--- src/design/irq_regs_pkg.sv ---
package irq_regs_pkg;

    // Register indexes; byte address is index times four
    localparam int NUM_REGS = 13;
    localparam logic [3:0] IDX_HALL_EDGE = 4'h0;
    localparam logic [3:0] IDX_EXT_EDGE = 4'h1;
    localparam logic [3:0] IDX_CTRL0 = 4'h2;
    localparam logic [3:0] IDX_CTRL1 = 4'h3;
    localparam logic [3:0] IDX_CTRL2 = 4'h4;
    localparam logic [3:0] IDX_CTRL3 = 4'h5;
    localparam logic [3:0] IDX_SUB0 = 4'h6;
    localparam logic [3:0] IDX_SUB1 = 4'h7;
    localparam logic [3:0] IDX_SUB2 = 4'h8;
    localparam logic [3:0] IDX_SUB3 = 4'h9;
    localparam logic [3:0] IDX_SUB4 = 4'ha;
    localparam logic [3:0] IDX_SUB5 = 4'hb;
    localparam logic [3:0] IDX_SUB6 = 4'hc;
    localparam logic [3:0] ADDR_IDX_LSB = 4'h2;

    // Value after reset and implemented bits per register
    localparam logic [7:0] REG_RST = 8'h00;
    localparam logic [7:0] WMASK [0:12] = '{8'h7f, 8'h03, 8'h7f, 8'hff, 8'hff, 8'hff,
        8'h77, 8'hff, 8'hff, 8'h33, 8'h33, 8'h33, 8'h33};

    // Edge select encoding
    typedef enum logic [1:0] {
        EDGE_OFF = 2'h0,
        EDGE_RISE = 2'h1,
        EDGE_FALL = 2'h2,
        EDGE_BOTH = 2'h3
    } edge_sel_e;

    // Field positions
    localparam int HSEL_BIT = 6;
    localparam int EXT_EDGE_LSB = 0;
    localparam int GLOBAL_EN_BIT = 0;
    localparam int FLAG_LSB = 4;
    localparam int COMP0_BIT = 6;
    localparam int EXTPIN_BIT = 5;
    localparam int EEPROM_BIT = 7;
    localparam int LOWVOLT_BIT = 6;
    localparam int FILT_BIT = 4;
    localparam int TIMEBASE_BIT = 7;
    localparam int SERIAL_BIT = 5;
    localparam int TWOWIRE_BIT = 4;
    localparam int HALL_A_BIT = 4;
    localparam int CAP_CMP_BIT = 7;
    localparam int CAP_OVF_BIT = 6;
    localparam int ADC_LIM_BIT = 5;
    localparam int ADC_DONE_BIT = 4;
    localparam int PWM_PER_BIT = 7;
    localparam int PWM_DUTY_LSB = 4;
    localparam int TMR_A_BIT = 5;
    localparam int TMR_P_BIT = 4;

    // Group flag target per sub-group 0..6, sub-group per timer 0..3
    localparam logic [3:0] GRP_REG [0:6] = '{IDX_CTRL0, IDX_CTRL1, IDX_CTRL2, IDX_CTRL2,
        IDX_CTRL2, IDX_CTRL2, IDX_CTRL3};
    localparam int GRP_BIT [0:6] = '{4, 5, 4, 5, 6, 7, 6};
    localparam logic [3:0] TMR_REG [0:3] = '{IDX_SUB4, IDX_SUB5, IDX_SUB3, IDX_SUB6};

    // AHB-Lite codes
    localparam logic [1:0] HTRANS_NONSEQ = 2'h2;
    localparam logic HRESP_OKAY = 1'b0;

endpackage : irq_regs_pkg

--- src/design/motor_mcu_interrupt_regs.sv ---
`timescale 1ns/1ps
// Contract
// - hall source select: pins or comparators
// - hall C edge field off/rise/fall/both
// - hall B edge field same encoding
// - hall A edge field same encoding
// - external pin edge field, upper bits zero
// - unimplemented bits read zero, ignore writes
// - global enable gates every interrupt
// - control 0 flags and enables layout
// - control 1 flags and enables layout
// - control 2 group flags and enables
// - control 3 flags and enables layout
// - hall sub-group per-channel flags and enables
// - capture and converter sub-group layout
// - pwm period and duty sub-group
// - timers 2 and 0 sub-group layout
// - timers 1 and 3 same layout
// - hall flag set on selected edge
// - flags set regardless of enable
// - acceptance clears global enable
// - service clears group flag, channels stay; set wins, so it stays set while an enabled channel flag is set
module motor_mcu_interrupt_regs
    import irq_regs_pkg::*;
(
    input wire logic core_clk,
    input wire logic rst_n,
    input wire logic hsel,
    input wire logic [31:0] haddr,
    input wire logic [1:0] htrans,
    input wire logic hwrite,
    input wire logic [2:0] hsize,
    input wire logic [31:0] hwdata,
    input wire logic hready,
    output logic hreadyout,
    output logic [31:0] hrdata,
    output logic hresp,
    input wire logic [2:0] hall_pins,
    input wire logic [2:0] comparator_outputs,
    input wire logic ext_pin,
    input wire logic comp0_evt,
    input wire logic filtered_input_evt,
    input wire logic eeprom_write_evt,
    input wire logic low_volt_evt,
    input wire logic timebase_evt,
    input wire logic serial_port_evt,
    input wire logic two_wire_evt,
    input wire logic capture_compare_evt,
    input wire logic capture_overflow_evt,
    input wire logic adc_limit_evt,
    input wire logic adc_done_evt,
    input wire logic pwm_period_evt,
    input wire logic [2:0] pwm_duty_evt,
    input wire logic [3:0] timer_cmp_a_evt,
    input wire logic [3:0] timer_cmp_p_evt,
    output logic irq_req,
    input wire logic irq_ack,
    input wire logic [1:0] irq_ack_reg,
    input wire logic [2:0] irq_ack_bit
);

    logic [7:0] regs_r [0:12];
    logic [7:0] reg_nxt [0:12];
    logic [7:0] set_m [0:12];
    logic [7:0] clr_m [0:12];
    logic [6:0] pin_raw;
    logic [6:0] sync1_r;
    logic [6:0] sync2_r;
    logic [6:0] sync3_r;
    logic [6:0] stable_r;
    logic [3:0] chan_lvl;
    logic [3:0] chan_prev_r;
    logic [3:0] chan_hit;
    logic addr_ok;
    logic in_map;
    logic wr_pend_r;
    logic [3:0] wr_idx_r;
    logic [31:0] hrdata_r;
    logic pend;

    // Edge match for one channel
    function automatic logic edge_hit(input logic [1:0] sel, input logic prev,
                                      input logic cur);
        logic hit;
        hit = 1'b0;
        case (sel)
            EDGE_RISE: hit = !prev && cur;
            EDGE_FALL: hit = prev && !cur;
            EDGE_BOTH: hit = prev != cur;
            default: hit = 1'b0;
        endcase
        return hit;
    endfunction : edge_hit

    // Three-stage synchroniser with agreement filter on every pin
    assign pin_raw = {ext_pin, comparator_outputs, hall_pins};
    for (genvar gi = 0; gi < 7; gi++) begin : g_sync
        always_ff @(posedge core_clk) begin
            if (!rst_n) begin
                sync1_r[gi] <= 1'b0;
                sync2_r[gi] <= 1'b0;
                sync3_r[gi] <= 1'b0;
                stable_r[gi] <= 1'b0;
            end else begin
                sync1_r[gi] <= pin_raw[gi];
                sync2_r[gi] <= sync1_r[gi];
                sync3_r[gi] <= sync2_r[gi];
                // Level moves only once two stages agree
                if (sync2_r[gi] == sync3_r[gi]) begin
                    stable_r[gi] <= sync2_r[gi];
                end
            end
        end
    end

    // source mux for hall channels
    // Switching the source may itself look like an edge
    assign chan_lvl = {stable_r[6],
                       regs_r[IDX_HALL_EDGE][HSEL_BIT] ? stable_r[5:3] : stable_r[2:0]};

    // Previous level per channel for edge detection
    always_ff @(posedge core_clk) begin
        if (!rst_n) begin
            chan_prev_r <= 4'h0;
        end else begin
            chan_prev_r <= chan_lvl;
        end
    end

    // hall edge fields, external pin field
    for (genvar ch = 0; ch < 4; ch++) begin : g_edge
        if (ch < 3) begin : g_hall
            assign chan_hit[ch] = edge_hit(regs_r[IDX_HALL_EDGE][2*ch +: 2],
                                           chan_prev_r[ch], chan_lvl[ch]);
        end else begin : g_ext
            assign chan_hit[ch] = edge_hit(regs_r[IDX_EXT_EDGE][EXT_EDGE_LSB +: 2],
                                           chan_prev_r[ch], chan_lvl[ch]);
        end
    end

    // Hardware set and clear masks
    always_comb begin
        for (int i = 0; i < NUM_REGS; i++) begin
            set_m[i] = 8'h00;
            clr_m[i] = 8'h00;
        end
        // primary sources, set whatever the enable
        set_m[IDX_CTRL0][COMP0_BIT] = comp0_evt;
        set_m[IDX_CTRL0][EXTPIN_BIT] = chan_hit[3];
        set_m[IDX_CTRL1][EEPROM_BIT] = eeprom_write_evt;
        set_m[IDX_CTRL1][LOWVOLT_BIT] = low_volt_evt;
        set_m[IDX_CTRL1][FILT_BIT] = filtered_input_evt;
        set_m[IDX_CTRL3][TIMEBASE_BIT] = timebase_evt;
        set_m[IDX_CTRL3][SERIAL_BIT] = serial_port_evt;
        set_m[IDX_CTRL3][TWOWIRE_BIT] = two_wire_evt;
        for (int c = 0; c < 3; c++) begin
            set_m[IDX_SUB0][HALL_A_BIT + c] = chan_hit[c];
        end
        set_m[IDX_SUB1][CAP_CMP_BIT] = capture_compare_evt;
        set_m[IDX_SUB1][CAP_OVF_BIT] = capture_overflow_evt;
        set_m[IDX_SUB1][ADC_LIM_BIT] = adc_limit_evt;
        set_m[IDX_SUB1][ADC_DONE_BIT] = adc_done_evt;
        set_m[IDX_SUB2][PWM_PER_BIT] = pwm_period_evt;
        for (int d = 0; d < 3; d++) begin
            set_m[IDX_SUB2][PWM_DUTY_LSB + d] = pwm_duty_evt[d];
        end
        for (int t = 0; t < 4; t++) begin
            set_m[TMR_REG[t]][TMR_A_BIT] = timer_cmp_a_evt[t];
            set_m[TMR_REG[t]][TMR_P_BIT] = timer_cmp_p_evt[t];
        end
        // enabled sub flag raises its group flag
        for (int g = 0; g < 7; g++) begin
            if (|(regs_r[IDX_SUB0 + g][7:4] & regs_r[IDX_SUB0 + g][3:0])) begin
                set_m[GRP_REG[g]][GRP_BIT[g]] = 1'b1;
            end
        end
        // service clears enable and the primary flag only
        if (irq_ack) begin
            clr_m[IDX_CTRL0][GLOBAL_EN_BIT] = 1'b1;
            if (irq_ack_bit >= 3'(FLAG_LSB)) begin
                clr_m[IDX_CTRL0 + irq_ack_reg][irq_ack_bit] = 1'b1;
            end
        end
    end

    // Next value: write, then clear, then set; set wins over any clear
    always_comb begin
        for (int i = 0; i < NUM_REGS; i++) begin
            reg_nxt[i] = (((wr_pend_r && wr_idx_r == 4'(i)) ? hwdata[7:0] : regs_r[i])
                          & ~clr_m[i] | set_m[i]) & WMASK[i];
        end
    end

    // Register file
    always_ff @(posedge core_clk) begin
        if (!rst_n) begin
            for (int i = 0; i < NUM_REGS; i++) begin
                regs_r[i] <= REG_RST;
            end
        end else begin
            for (int i = 0; i < NUM_REGS; i++) begin
                regs_r[i] <= reg_nxt[i];
            end
        end
    end

    // global enable gates the enabled pending requests
    assign pend = |(regs_r[IDX_CTRL0][6:4] & regs_r[IDX_CTRL0][3:1])
                | |(regs_r[IDX_CTRL1][7:4] & regs_r[IDX_CTRL1][3:0])
                | |(regs_r[IDX_CTRL2][7:4] & regs_r[IDX_CTRL2][3:0])
                | |(regs_r[IDX_CTRL3][7:4] & regs_r[IDX_CTRL3][3:0]);
    assign irq_req = regs_r[IDX_CTRL0][GLOBAL_EN_BIT] && pend;

    // AHB-Lite address decode; zero wait states
    assign addr_ok = hsel && htrans == HTRANS_NONSEQ && hready;
    assign in_map = haddr[31:6] == 26'h0 && haddr[5:2] < 4'(NUM_REGS);

    // Address phase capture; read data taken from next state
    always_ff @(posedge core_clk) begin
        if (!rst_n) begin
            wr_pend_r <= 1'b0;
            wr_idx_r <= 4'h0;
            hrdata_r <= 32'h0;
        end else begin
            wr_pend_r <= addr_ok && hwrite && in_map;
            wr_idx_r <= haddr[5:2];
            // Unmapped reads return zero, upper bytes always zero
            if (addr_ok && !hwrite && in_map) begin
                hrdata_r <= {24'h0, reg_nxt[haddr[5:2]]};
            end else begin
                hrdata_r <= 32'h0;
            end
        end
    end

    assign hrdata = hrdata_r;
    assign hreadyout = 1'b1;
    assign hresp = HRESP_OKAY;
endmodule : motor_mcu_interrupt_regs

--- config.mk ---
export PLATFORM = sky130hd
export DESIGN_NAME = motor_mcu_interrupt_regs
export DESIGN_NICKNAME = d
export VERILOG_FILES = /design/src/design/irq_regs_pkg.sv /design/src/design/motor_mcu_interrupt_regs.sv
export SDC_FILE = /design/constraint.sdc
export NUM_CORES = 1
export LEC_CHECK = 0
export ABC_CLOCK_PERIOD_IN_PS = 5700
export BUFFER_PORTS_ARGS = -buffer_cell sky130_fd_sc_hd__buf_4
export CORE_UTILIZATION = 50
export DETAILED_ROUTE_END_ITERATION = 10
export PLACE_DENSITY = 0.79
export SETUP_SLACK_MARGIN = 0.05
export SYNTH_ARGS = -nofsm -noshare
export SYNTH_HDL_FRONTEND = slang
export SYNTH_SLANG_ARGS = --single-unit
--- constraint.sdc ---
create_clock -name core_clk -period 5.7 [get_ports core_clk]
set_input_delay 1.71 -clock core_clk [delete_from_list [all_inputs] [get_ports core_clk]]
set_output_delay 1.71 -clock core_clk [all_outputs]
set_load 0.02 [all_outputs]
==> impl_metrics.yaml, run 1 <==
pwr:
  clkPwrFrac_pct: 50.3
  p_sw_uw: 559
  vdd_ir_drop_max_uv: 331
  power_mw: 2.18
  p_int_mw: 1.62
  leakage_nw: 2.94
  power_density_nw_per_um2: 297
  combPwrFrac_pct: 8.7
  swShare_pct: 25.7
  power_frac_seq_pct: 41.0
hold_path:
  min_from: "sync1_r[6]"
  min_path_cells: 1
  holdCritPathClass: "reg2reg"
  min_delay_worst_endpoint: "sync2_r[6]"
cells_and_area:
  regArea_um2: 2460
  area_delta_synth_final_pct: 19.4
  nNetsFinal: 928
  fin_area_um2: 7320
  final_layout_size_suffix_gt1_share_pct: 17.6
  multiInputGateArea_um2: 3310
  fill_cells: 1031
  diodes: 0
synth:
  synth_cell_types: 68
  ys_ff_latch: 123
  avgSynthCellArea_um2: 8.25
  synth_top_area_cell: "dfxtp_1"
  synth_top_cell_area_share_pct: 40.2
  synth_area_leaders: "dfxtp_1, nor2_1, nand2_1"
  ys_seq_area_share_pct: 40.2
  syn_inst: 743
  ys.flop_type: "dfxtp_1"
  async_flop_share_pct: 0
  synth_edf_count: 0
  syn_area_um2: 6130
  yosysWarnings: 0
setup_path:
  reg2reg_slack_ps: 2830
  crit_fanout: 4
  worstReg2RegEnd: "hrdata[4]"
  endpoint_kind: "flip-flop"
  crit_required_ps: 6010
  arrival_ps: 3730
  reg2reg_depth: 6
  worstReg2RegStart: "wr_idx_r[1]"
  crit_type: "in2reg"
  startpoint_type: "primary input"
die:
  fp-row-count: 40
  dieArea_um2: 12700
  io_pins: 145
  fp.coreArea_um2: 12000
  start_util_pct: 51.3
  die_x_um: 113
  die_y_um: 113
clock_network:
  clock_sinks: 123
  root_buffer: "clkbuf_16"
  post_cts_buffers: 0
  clk-insertion-delay-late_ps: 430
  cts_tree: "yes"
  clk_pin_slew_ps: 60
  htree_levels: 4
  ctsResizeCount: 0
  hold_buffers: 0
  numCtsBuffers: 17
  cts.path.max_buffers: 2
detailed_routing:
  dr.first_iter.drc_count: 569
  wl_um: 19400
  vias_per_cell: 6.25
  drcViolationCount: 0
  final_antenna_net_count: 0
  drt-pass1-iter-count: 6
  num_vias: 6065
  wire_per_inst_um: 20.0
sta:
  finClkSkew_ps: 6.30
  rsz0062_at_grt: "no"
  period_needed_ps: 3420
  tns_ps: 0
  finalHoldViolations: 0
  worstMarginPinSlew_ps: 1200
  post-route-period-util_pct: 60.0
  slew_headroom_pct: 19.3
  setup_viol: 0
  slew_viol_final: 0
  clock.fmax_mhz: 293
global_route:
  grt_pass1_vias: 5730
  grt_pass1_wl_um: 30200
  grt.overflow.total: 0
  antenna_found_initial: 0
  grt_start_max_net_pins: 82
  grt_usage_pct: 31.7
placement:
  placed_cell_area_um2: 6720
  place_congestion: 0.959
  portBuffers: 89
  detailed_place_hpwl_um: 13600
run_status:
  status: "finished, final reports clean"
run:
  cap_viol_max_count: 0
[cell type report]
cell class | count | share of cell area (%)
multi-input combinational | 556 | 45.2
sequential | 123 | 33.6
timing repair buffer | 92 | 9.44
clock buffer | 19 | 6.05
tap | 147 | 2.51
clock inverter | 13 | 2.14
inverter | 20 | 1.03
[sequential cells by signal (all words and copies together) (netlist names)]
| name | count |
|---|---|
| wr_idx_r | 4 |
| sync2_r | 7 |
| chan_lvl | 1 |
| regs_r | 78 |
| sync3_r | 7 |
| chan_prev_r | 4 |
| hrdata | 8 |
| stable_r | 6 |
| sync1_r | 7 |
| wr_pend_r | 1 |
[placed cells by master (no fill, tap or decap), drive strengths merged, types with 26 or more instances in the layout]
cell type	Yosys	layout
a21oi	46	46
inv	20	27
mux2i	27	27
dfxtp	123	123
nand2	79	79
o21ai	32	32
conb	2	26
and2	33	33
buf	39	92
nor2	92	92
[worst max-delay path, stage by stage]
cell and delay (ps):
buf_4 120, or3b_2 550, or3_1 320, o311ai_0 300, o221a_2 370, a32oi_1 120
o21a_1 230
[metal layers]
metal | wire length (um) | track usage, %
met5 | 0 | 0
met4 | 590 | 15.0
met3 | 1920 | 6.91
met2 | 8750 | 49.5
met1 | 8180 | 41.8
[synthesized netlist by cell type (3+ instances only)]
library cell and instances:
o221a_2 5, a221oi_1 3, and2_1 33, and3_1 4, mux2_2 3, nand2_1 78, nand2b_1 9, buf_4 26
o21a_1 6, dfxtp_1 123, a31oi_1 4, inv_1 19, a41oi_1 3, nand3b_1 11, o21ai_0 32, nor3_1 15
nor4_1 6, or2_2 3, o221ai_1 5, buf_1 5, o22ai_1 5, a311oi_1 3, ha_1 8, nor2_1 90
a211o_1 4, o211ai_1 4, o311ai_0 3, nand3_1 14, o2111ai_1 3, a2111oi_0 3, o32a_1 4, buf_2 6
clkbuf_1 28, a21oi_1 46, nand4_1 7, mux2i_1 27, nor2b_1 15, or3_1 8, a22oi_1 13, a211oi_1 11
o32ai_1 6, or4_1 4
[per-stage QoR]
step           utilization [%]  setup WS, ps  cells  hold slack (ps)
3_3_place_gp              56.2          1880    938              415
6_report                  61.2          2280    970              433
2_1_floorplan                -          2440    767              412
4_1_cts                   61.2          2280    970              436
3_5_place_dp              56.2          1840    938              419
5_1_grt                   61.2          2100    970              445
[logic make-up (layout without fill, tap and decap cells)]
logic type                 count (synthesis)  count (layout)  synth area share [%]
and+or+nand+nor                          309             309                  25.0
AOI/OAI and AO/OA                        181             181                  20.5
DFF                                      123             123                  40.2
buffers and inverters                     88             144                  7.37
muxes                                     30              30                  4.96
adders and majority gates                  8               8                  1.63
other                                      2              26                 0.122
xor gates and xnor gates                   2               2                 0.286
[how the worst max path moves through the flow]
stage,start,slack [ps],endpoint,depth (start not counted)
5_1_grt,haddr[2],2100,hrdata[0],7
4_1_cts,haddr[2],2280,hrdata[0],7
2_1_floorplan,haddr[3],2440,hrdata[0],6
3_3_place_gp,haddr[2],1880,hrdata[0],7
6_report,irq_ack_bit[1],2280,hrdata[4],7
3_5_place_dp,haddr[2],1840,hrdata[0],7
[power by group through the flow]
stage | logic [mW] | registers (mW) | clock network (mW)
2_1_floorplan | 0.117 | 0.905 | 0
3_3_place_gp | 0.181 | 0.909 | 0
3_5_place_dp | 0.183 | 0.910 | 0
4_1_cts | 0.184 | 0.891 | 1.11
5_1_grt | 0.200 | 0.893 | 1.14
6_report | 0.189 | 0.892 | 1.10
Note: power is estimated with default switching activity, not from simulation.
==> run 2: changes to the inputs <==
Settings changed: ABC_CLOCK_PERIOD_IN_PS 5700 to 3400.
Clock period 5.7 ns to 3.4 ns, I/O delays scaled along.
==> impl_metrics.yaml, run 2 (synthesis results as in run 1) <==
cells_and_area:
  area_delta_synth_final_pct: 20.0
  layout_common_cells: "dfxtp_1, buf_4, nor2_1"
  nNetsFinal: 932
  fill_cells: 1010
  top_register: "regs_r"
  layout_commonest_cell: "dfxtp_1"
  largest_reg_flops: 78
  fin_area_um2: 7360
  final_layout_size_suffix_gt1_share_pct: 18.1
  final_util_pct: 61.5
  diodes: 0
  final-instance-count-excl-fill: 974
setup_path:
  slowest_delay_ps: 1080
  crit_chain: "nand2_1 -> nor2_2 -> o311ai_0 -> o221a_2 -> a32oi_1 -> o21a_1"
  arrival_ps: 3220
  crit_required_ps: 3710
  crit_type: "reg2reg"
  reg2reg_slack_ps: 490
  endpoint_kind: "flip-flop"
  cp_slowest_cell: "o311ai_0"
  critPathBufInv: 0
  crit_fanout: 12
  critPathTopFamily: "compound AO/OA/AOI/OAI gates"
  startpoint_type: "flip-flop"
clock_network:
  clk-insertion-delay-late_ps: 420
  hold_buffers: 0
  cts_tree: "yes"
  ctsResizeCount: 0
  clk_pin_slew_ps: 60
  htree_levels: 4
  numCtsBuffers: 17
  post_cts_buffers: 0
  cts.path.max_buffers: 2
  root_buffer: "clkbuf_16"
  clock_sinks: 123
sta:
  finClkSkew_ps: 5.22
  setup_viol: 0
  worstMarginPinSlew_ps: 1290
  hold_slack_ps: 433
  slew_viol_final: 0
  setup_slack_ps: 488
  tns_ps: 0
  finalHoldViolations: 0
  period_needed_ps: 2910
  rsz0062_at_grt: "no"
  slew_headroom_pct: 12.7
  clock.fmax_mhz: 343
  post-route-period-util_pct: 85.6
die:
  fp-row-count: 40
  io_pins: 145
  die_x_um: 113
  fp.coreArea_um2: 12000
  start_util_pct: 51.3
  dieArea_um2: 12700
  die_y_um: 113
global_route:
  met3_usage_pct: 9.11
  grt_pass1_wl_um: 30500
  antenna_found_initial: 1
  grt_use_met1_pct: 41.6
  grt_use_met2_pct: 49.1
  busiest_layer: "met2"
  grt_start_max_net_pins: 82
  grt.overflow.total: 0
  grt_pass1_vias: 5654
  grt_usage_pct: 32.0
run_status:
  status: "finished, final reports clean"
placement:
  place_ws_ps: 354
  placed_cell_area_um2: 6750
  place_congestion: 0.966
  detailed_place_hpwl_um: 13800
  portBuffers: 89
  placedCellCount: 942
run:
  cap_viol_max_count: 0
pwr:
  power_density_nw_per_um2: 501
  vdd_ir_drop_max_uv: 391
  leakage_nw: 2.97
  power_mw: 3.69
detailed_routing:
  drcViolationCount: 0
  num_vias: 6022
  vias_per_cell: 6.18
  wl_um: 19700
  dr.first_iter.drc_count: 624
  drt-pass1-iter-count: 6
  final_antenna_net_count: 0
  wire_per_inst_um: 20.2
hold_path:
  holdCritPathClass: "reg2reg"
run 2: cell type report:
class                           instances  area (um^2)  share of cell area (%)
Inverter                               20         75.1                    1.02
Clock buffer                           18          439                    5.97
Tap cell                              147          184                    2.50
Sequential cell                       123         2460                    33.5
Timing Repair Buffer                   96          721                    9.79
Clock inverter                         14          170                    2.31
Multi-Input combinational cell        556         3310                    45.0
run 2: report_power, final:
group / switching, mW / leakage (nW) / internal (mW)
Combinational: 0.200 / 1.67 / 0.123
Clock: 0.740 / 0.302 / 1.13
Sequential: 0.0204 / 1.00 / 1.47
run 2: worst paths after layout:
check,startpoint,end,cells past startpoint
worst min register to register,sync1_r[4],sync2_r[4],1
worst max register to register,wr_idx_r[1],hrdata[4],6
worst min-delay path,sync1_r[4],sync2_r[4],1
worst max-delay path,wr_idx_r[1],hrdata[4],6
run 2: routing by layer:
layer  wire length [um]  part of all wire, %
met5                  0                    0
met4                754                  3.8
met3               2240                   11
met2               8920                   45
met1               7780                   39
run 2: worst register-to-register path: stages, from the launching register on:
cell and delay (ps):
dfxtp_1 420, nand2_1 420, nor2_2 170, o311ai_0 1080, o221a_2 380, a32oi_1 110
o21a_1 230
==> run 3: changes to the inputs <==
Settings changed: CORE_ASPECT_RATIO from default to 0.6.
==> impl_metrics.yaml, run 3 (synthesis results as in run 1) <==
global_route:
  grt_pass1_wl_um: 32800
  grt_pass1_vias: 5765
  grt_start_max_net_pins: 82
  antenna_found_initial: 0
  grt_usage_pct: 34.8
  grt.overflow.total: 0
sta:
  post-route-period-util_pct: 89.9
  finClkSkew_ps: 8.73
  tns_ps: 0
  slew_viol_final: 0
  clock.fmax_mhz: 327
  period_needed_ps: 3060
  setup_viol: 0
  slew_headroom_pct: 39.2
  worstMarginPinSlew_ps: 912
  rsz0062_at_grt: "no"
  finalHoldViolations: 0
setup_path:
  startpoint: "wr_pend_r"
  startpoint_type: "flip-flop"
  worstReg2RegEnd: "hrdata[0]"
  reg2reg_depth: 6
  arrival_ps: 3300
  crit_end: "hrdata[0]"
  endpoint_kind: "flip-flop"
  reg2reg_slack_ps: 340
  crit_fanout: 7
  worstReg2RegStart: "wr_pend_r"
  crit_type: "reg2reg"
  crit_required_ps: 3640
clock_network:
  hold_buffers: 0
  clk-insertion-delay-late_ps: 430
  cts_tree: "yes"
  cts.path.max_buffers: 2
  numCtsBuffers: 17
  clk_pin_slew_ps: 60
  clock_sinks: 123
  htree_levels: 4
  post_cts_buffers: 0
  root_buffer: "clkbuf_16"
  ctsResizeCount: 0
cells_and_area:
  largest_reg_flops: 78
  diodes: 0
  top_register: "regs_r"
  nNetsFinal: 942
  area_delta_synth_final_pct: 20.5
  fill_cells: 1012
  final_util_pct: 63.7
  layout_commonest_cell: "dfxtp_1"
  final_layout_size_suffix_gt1_share_pct: 19.1
  layout_common_cells: "dfxtp_1, buf_4, nor2_1"
run:
  cap_viol_max_count: 0
pwr:
  power_density_nw_per_um2: 477
  leakage_nw: 2.99
  vdd_ir_drop_max_uv: 331
  power_mw: 3.53
die:
  fp-row-count: 30
  fp.coreArea_um2: 11600
  die_y_um: 87.8
  dieArea_um2: 12700
  io_pins: 145
  start_util_pct: 52.9
  die_x_um: 145
placement:
  place_congestion: 0.999
  detailed_place_hpwl_um: 15700
  portBuffers: 89
detailed_routing:
  wire_per_inst_um: 21.9
  drt-pass1-iter-count: 6
  final_antenna_net_count: 0
  wl_um: 21800
  vias_per_cell: 6.22
  drcViolationCount: 0
  dr.first_iter.drc_count: 789
  num_vias: 6199
hold_path:
  holdCritPathClass: "reg2reg"
run_status:
  status: "finished, final reports clean"
-- run 3: cell types whose count changed in the layout (fill, tap and decap cells not counted), sizes merged --
cell | before | now
bufinv | 2 | 0
clkinv | 2 | 6
clkinvlp | 0 | 2
buf | 96 | 106
inv | 30 | 26
-- run 3: power breakdown --
group / internal (mW) / switching [mW]
clock network: 0.964 / 0.731
logic: 0.126 / 0.213
registers: 1.47 / 0.0206
-- run 3: how the worst min path moves through the flow --
stage                    start         end  slack [ps]  depth (start not counted)
floorplan           sync1_r[0]  sync2_r[0]         410                          1
global placement    sync1_r[5]  sync2_r[5]         410                          1
detailed placement  sync1_r[1]  sync2_r[1]         420                          1
CTS                 sync1_r[1]  sync2_r[1]         430                          1
global route        sync1_r[1]  sync2_r[1]         450                          1
finish              sync1_r[1]  sync2_r[1]         430                          1
-- run 3: final cells by class --
cell class / instances / area (um^2) / share of cell area, %
Clock inverter: 14 / 111 / 1.51
Tap cell: 160 / 200 / 2.71
Multi-Input combinational cell: 556 / 3310 / 44.8
Sequential cell: 123 / 2460 / 33.3
Clock buffer: 18 / 439 / 5.94
Inverter: 20 / 75.1 / 1.02
Timing Repair Buffer: 106 / 796 / 10.8
-- run 3: worst max-delay path, cell delays in order, from the launching register on --
cell and delay, ps:
dfxtp_1 530, nor3b_2 710, nand2_1 310, mux2i_1 210, nor3_1 320, o41ai_1 130, a2111oi_1 660
-- run 3: per-layer routing --
layer / part of all wire (%) / global-route usage (%) / routed length, um / up-vias
li1: - / - / - / 2777
met1: 42 / 46.7 / 9220 / 2946
met2: 40 / 51.1 / 8820 / 422
met3: 15 / 13.5 / 3310 / 54
met4: 2.0 / 11.6 / 446 / 0
met5: 0 / 0 / 0 / -
-- run 3: stage by stage --
stage / hold WS [ps] / setup slack [ps] / instance area (um^2) / instances
after floorplan: 412 / 828 / 6220 / 767
final: 432 / 344 / 7390 / 997
after global placement: 414 / 418 / 6840 / 965
after CTS: 435 / 627 / 7390 / 997
after detailed placement: 418 / 425 / 6840 / 965
after global routing: 453 / 434 / 7390 / 997
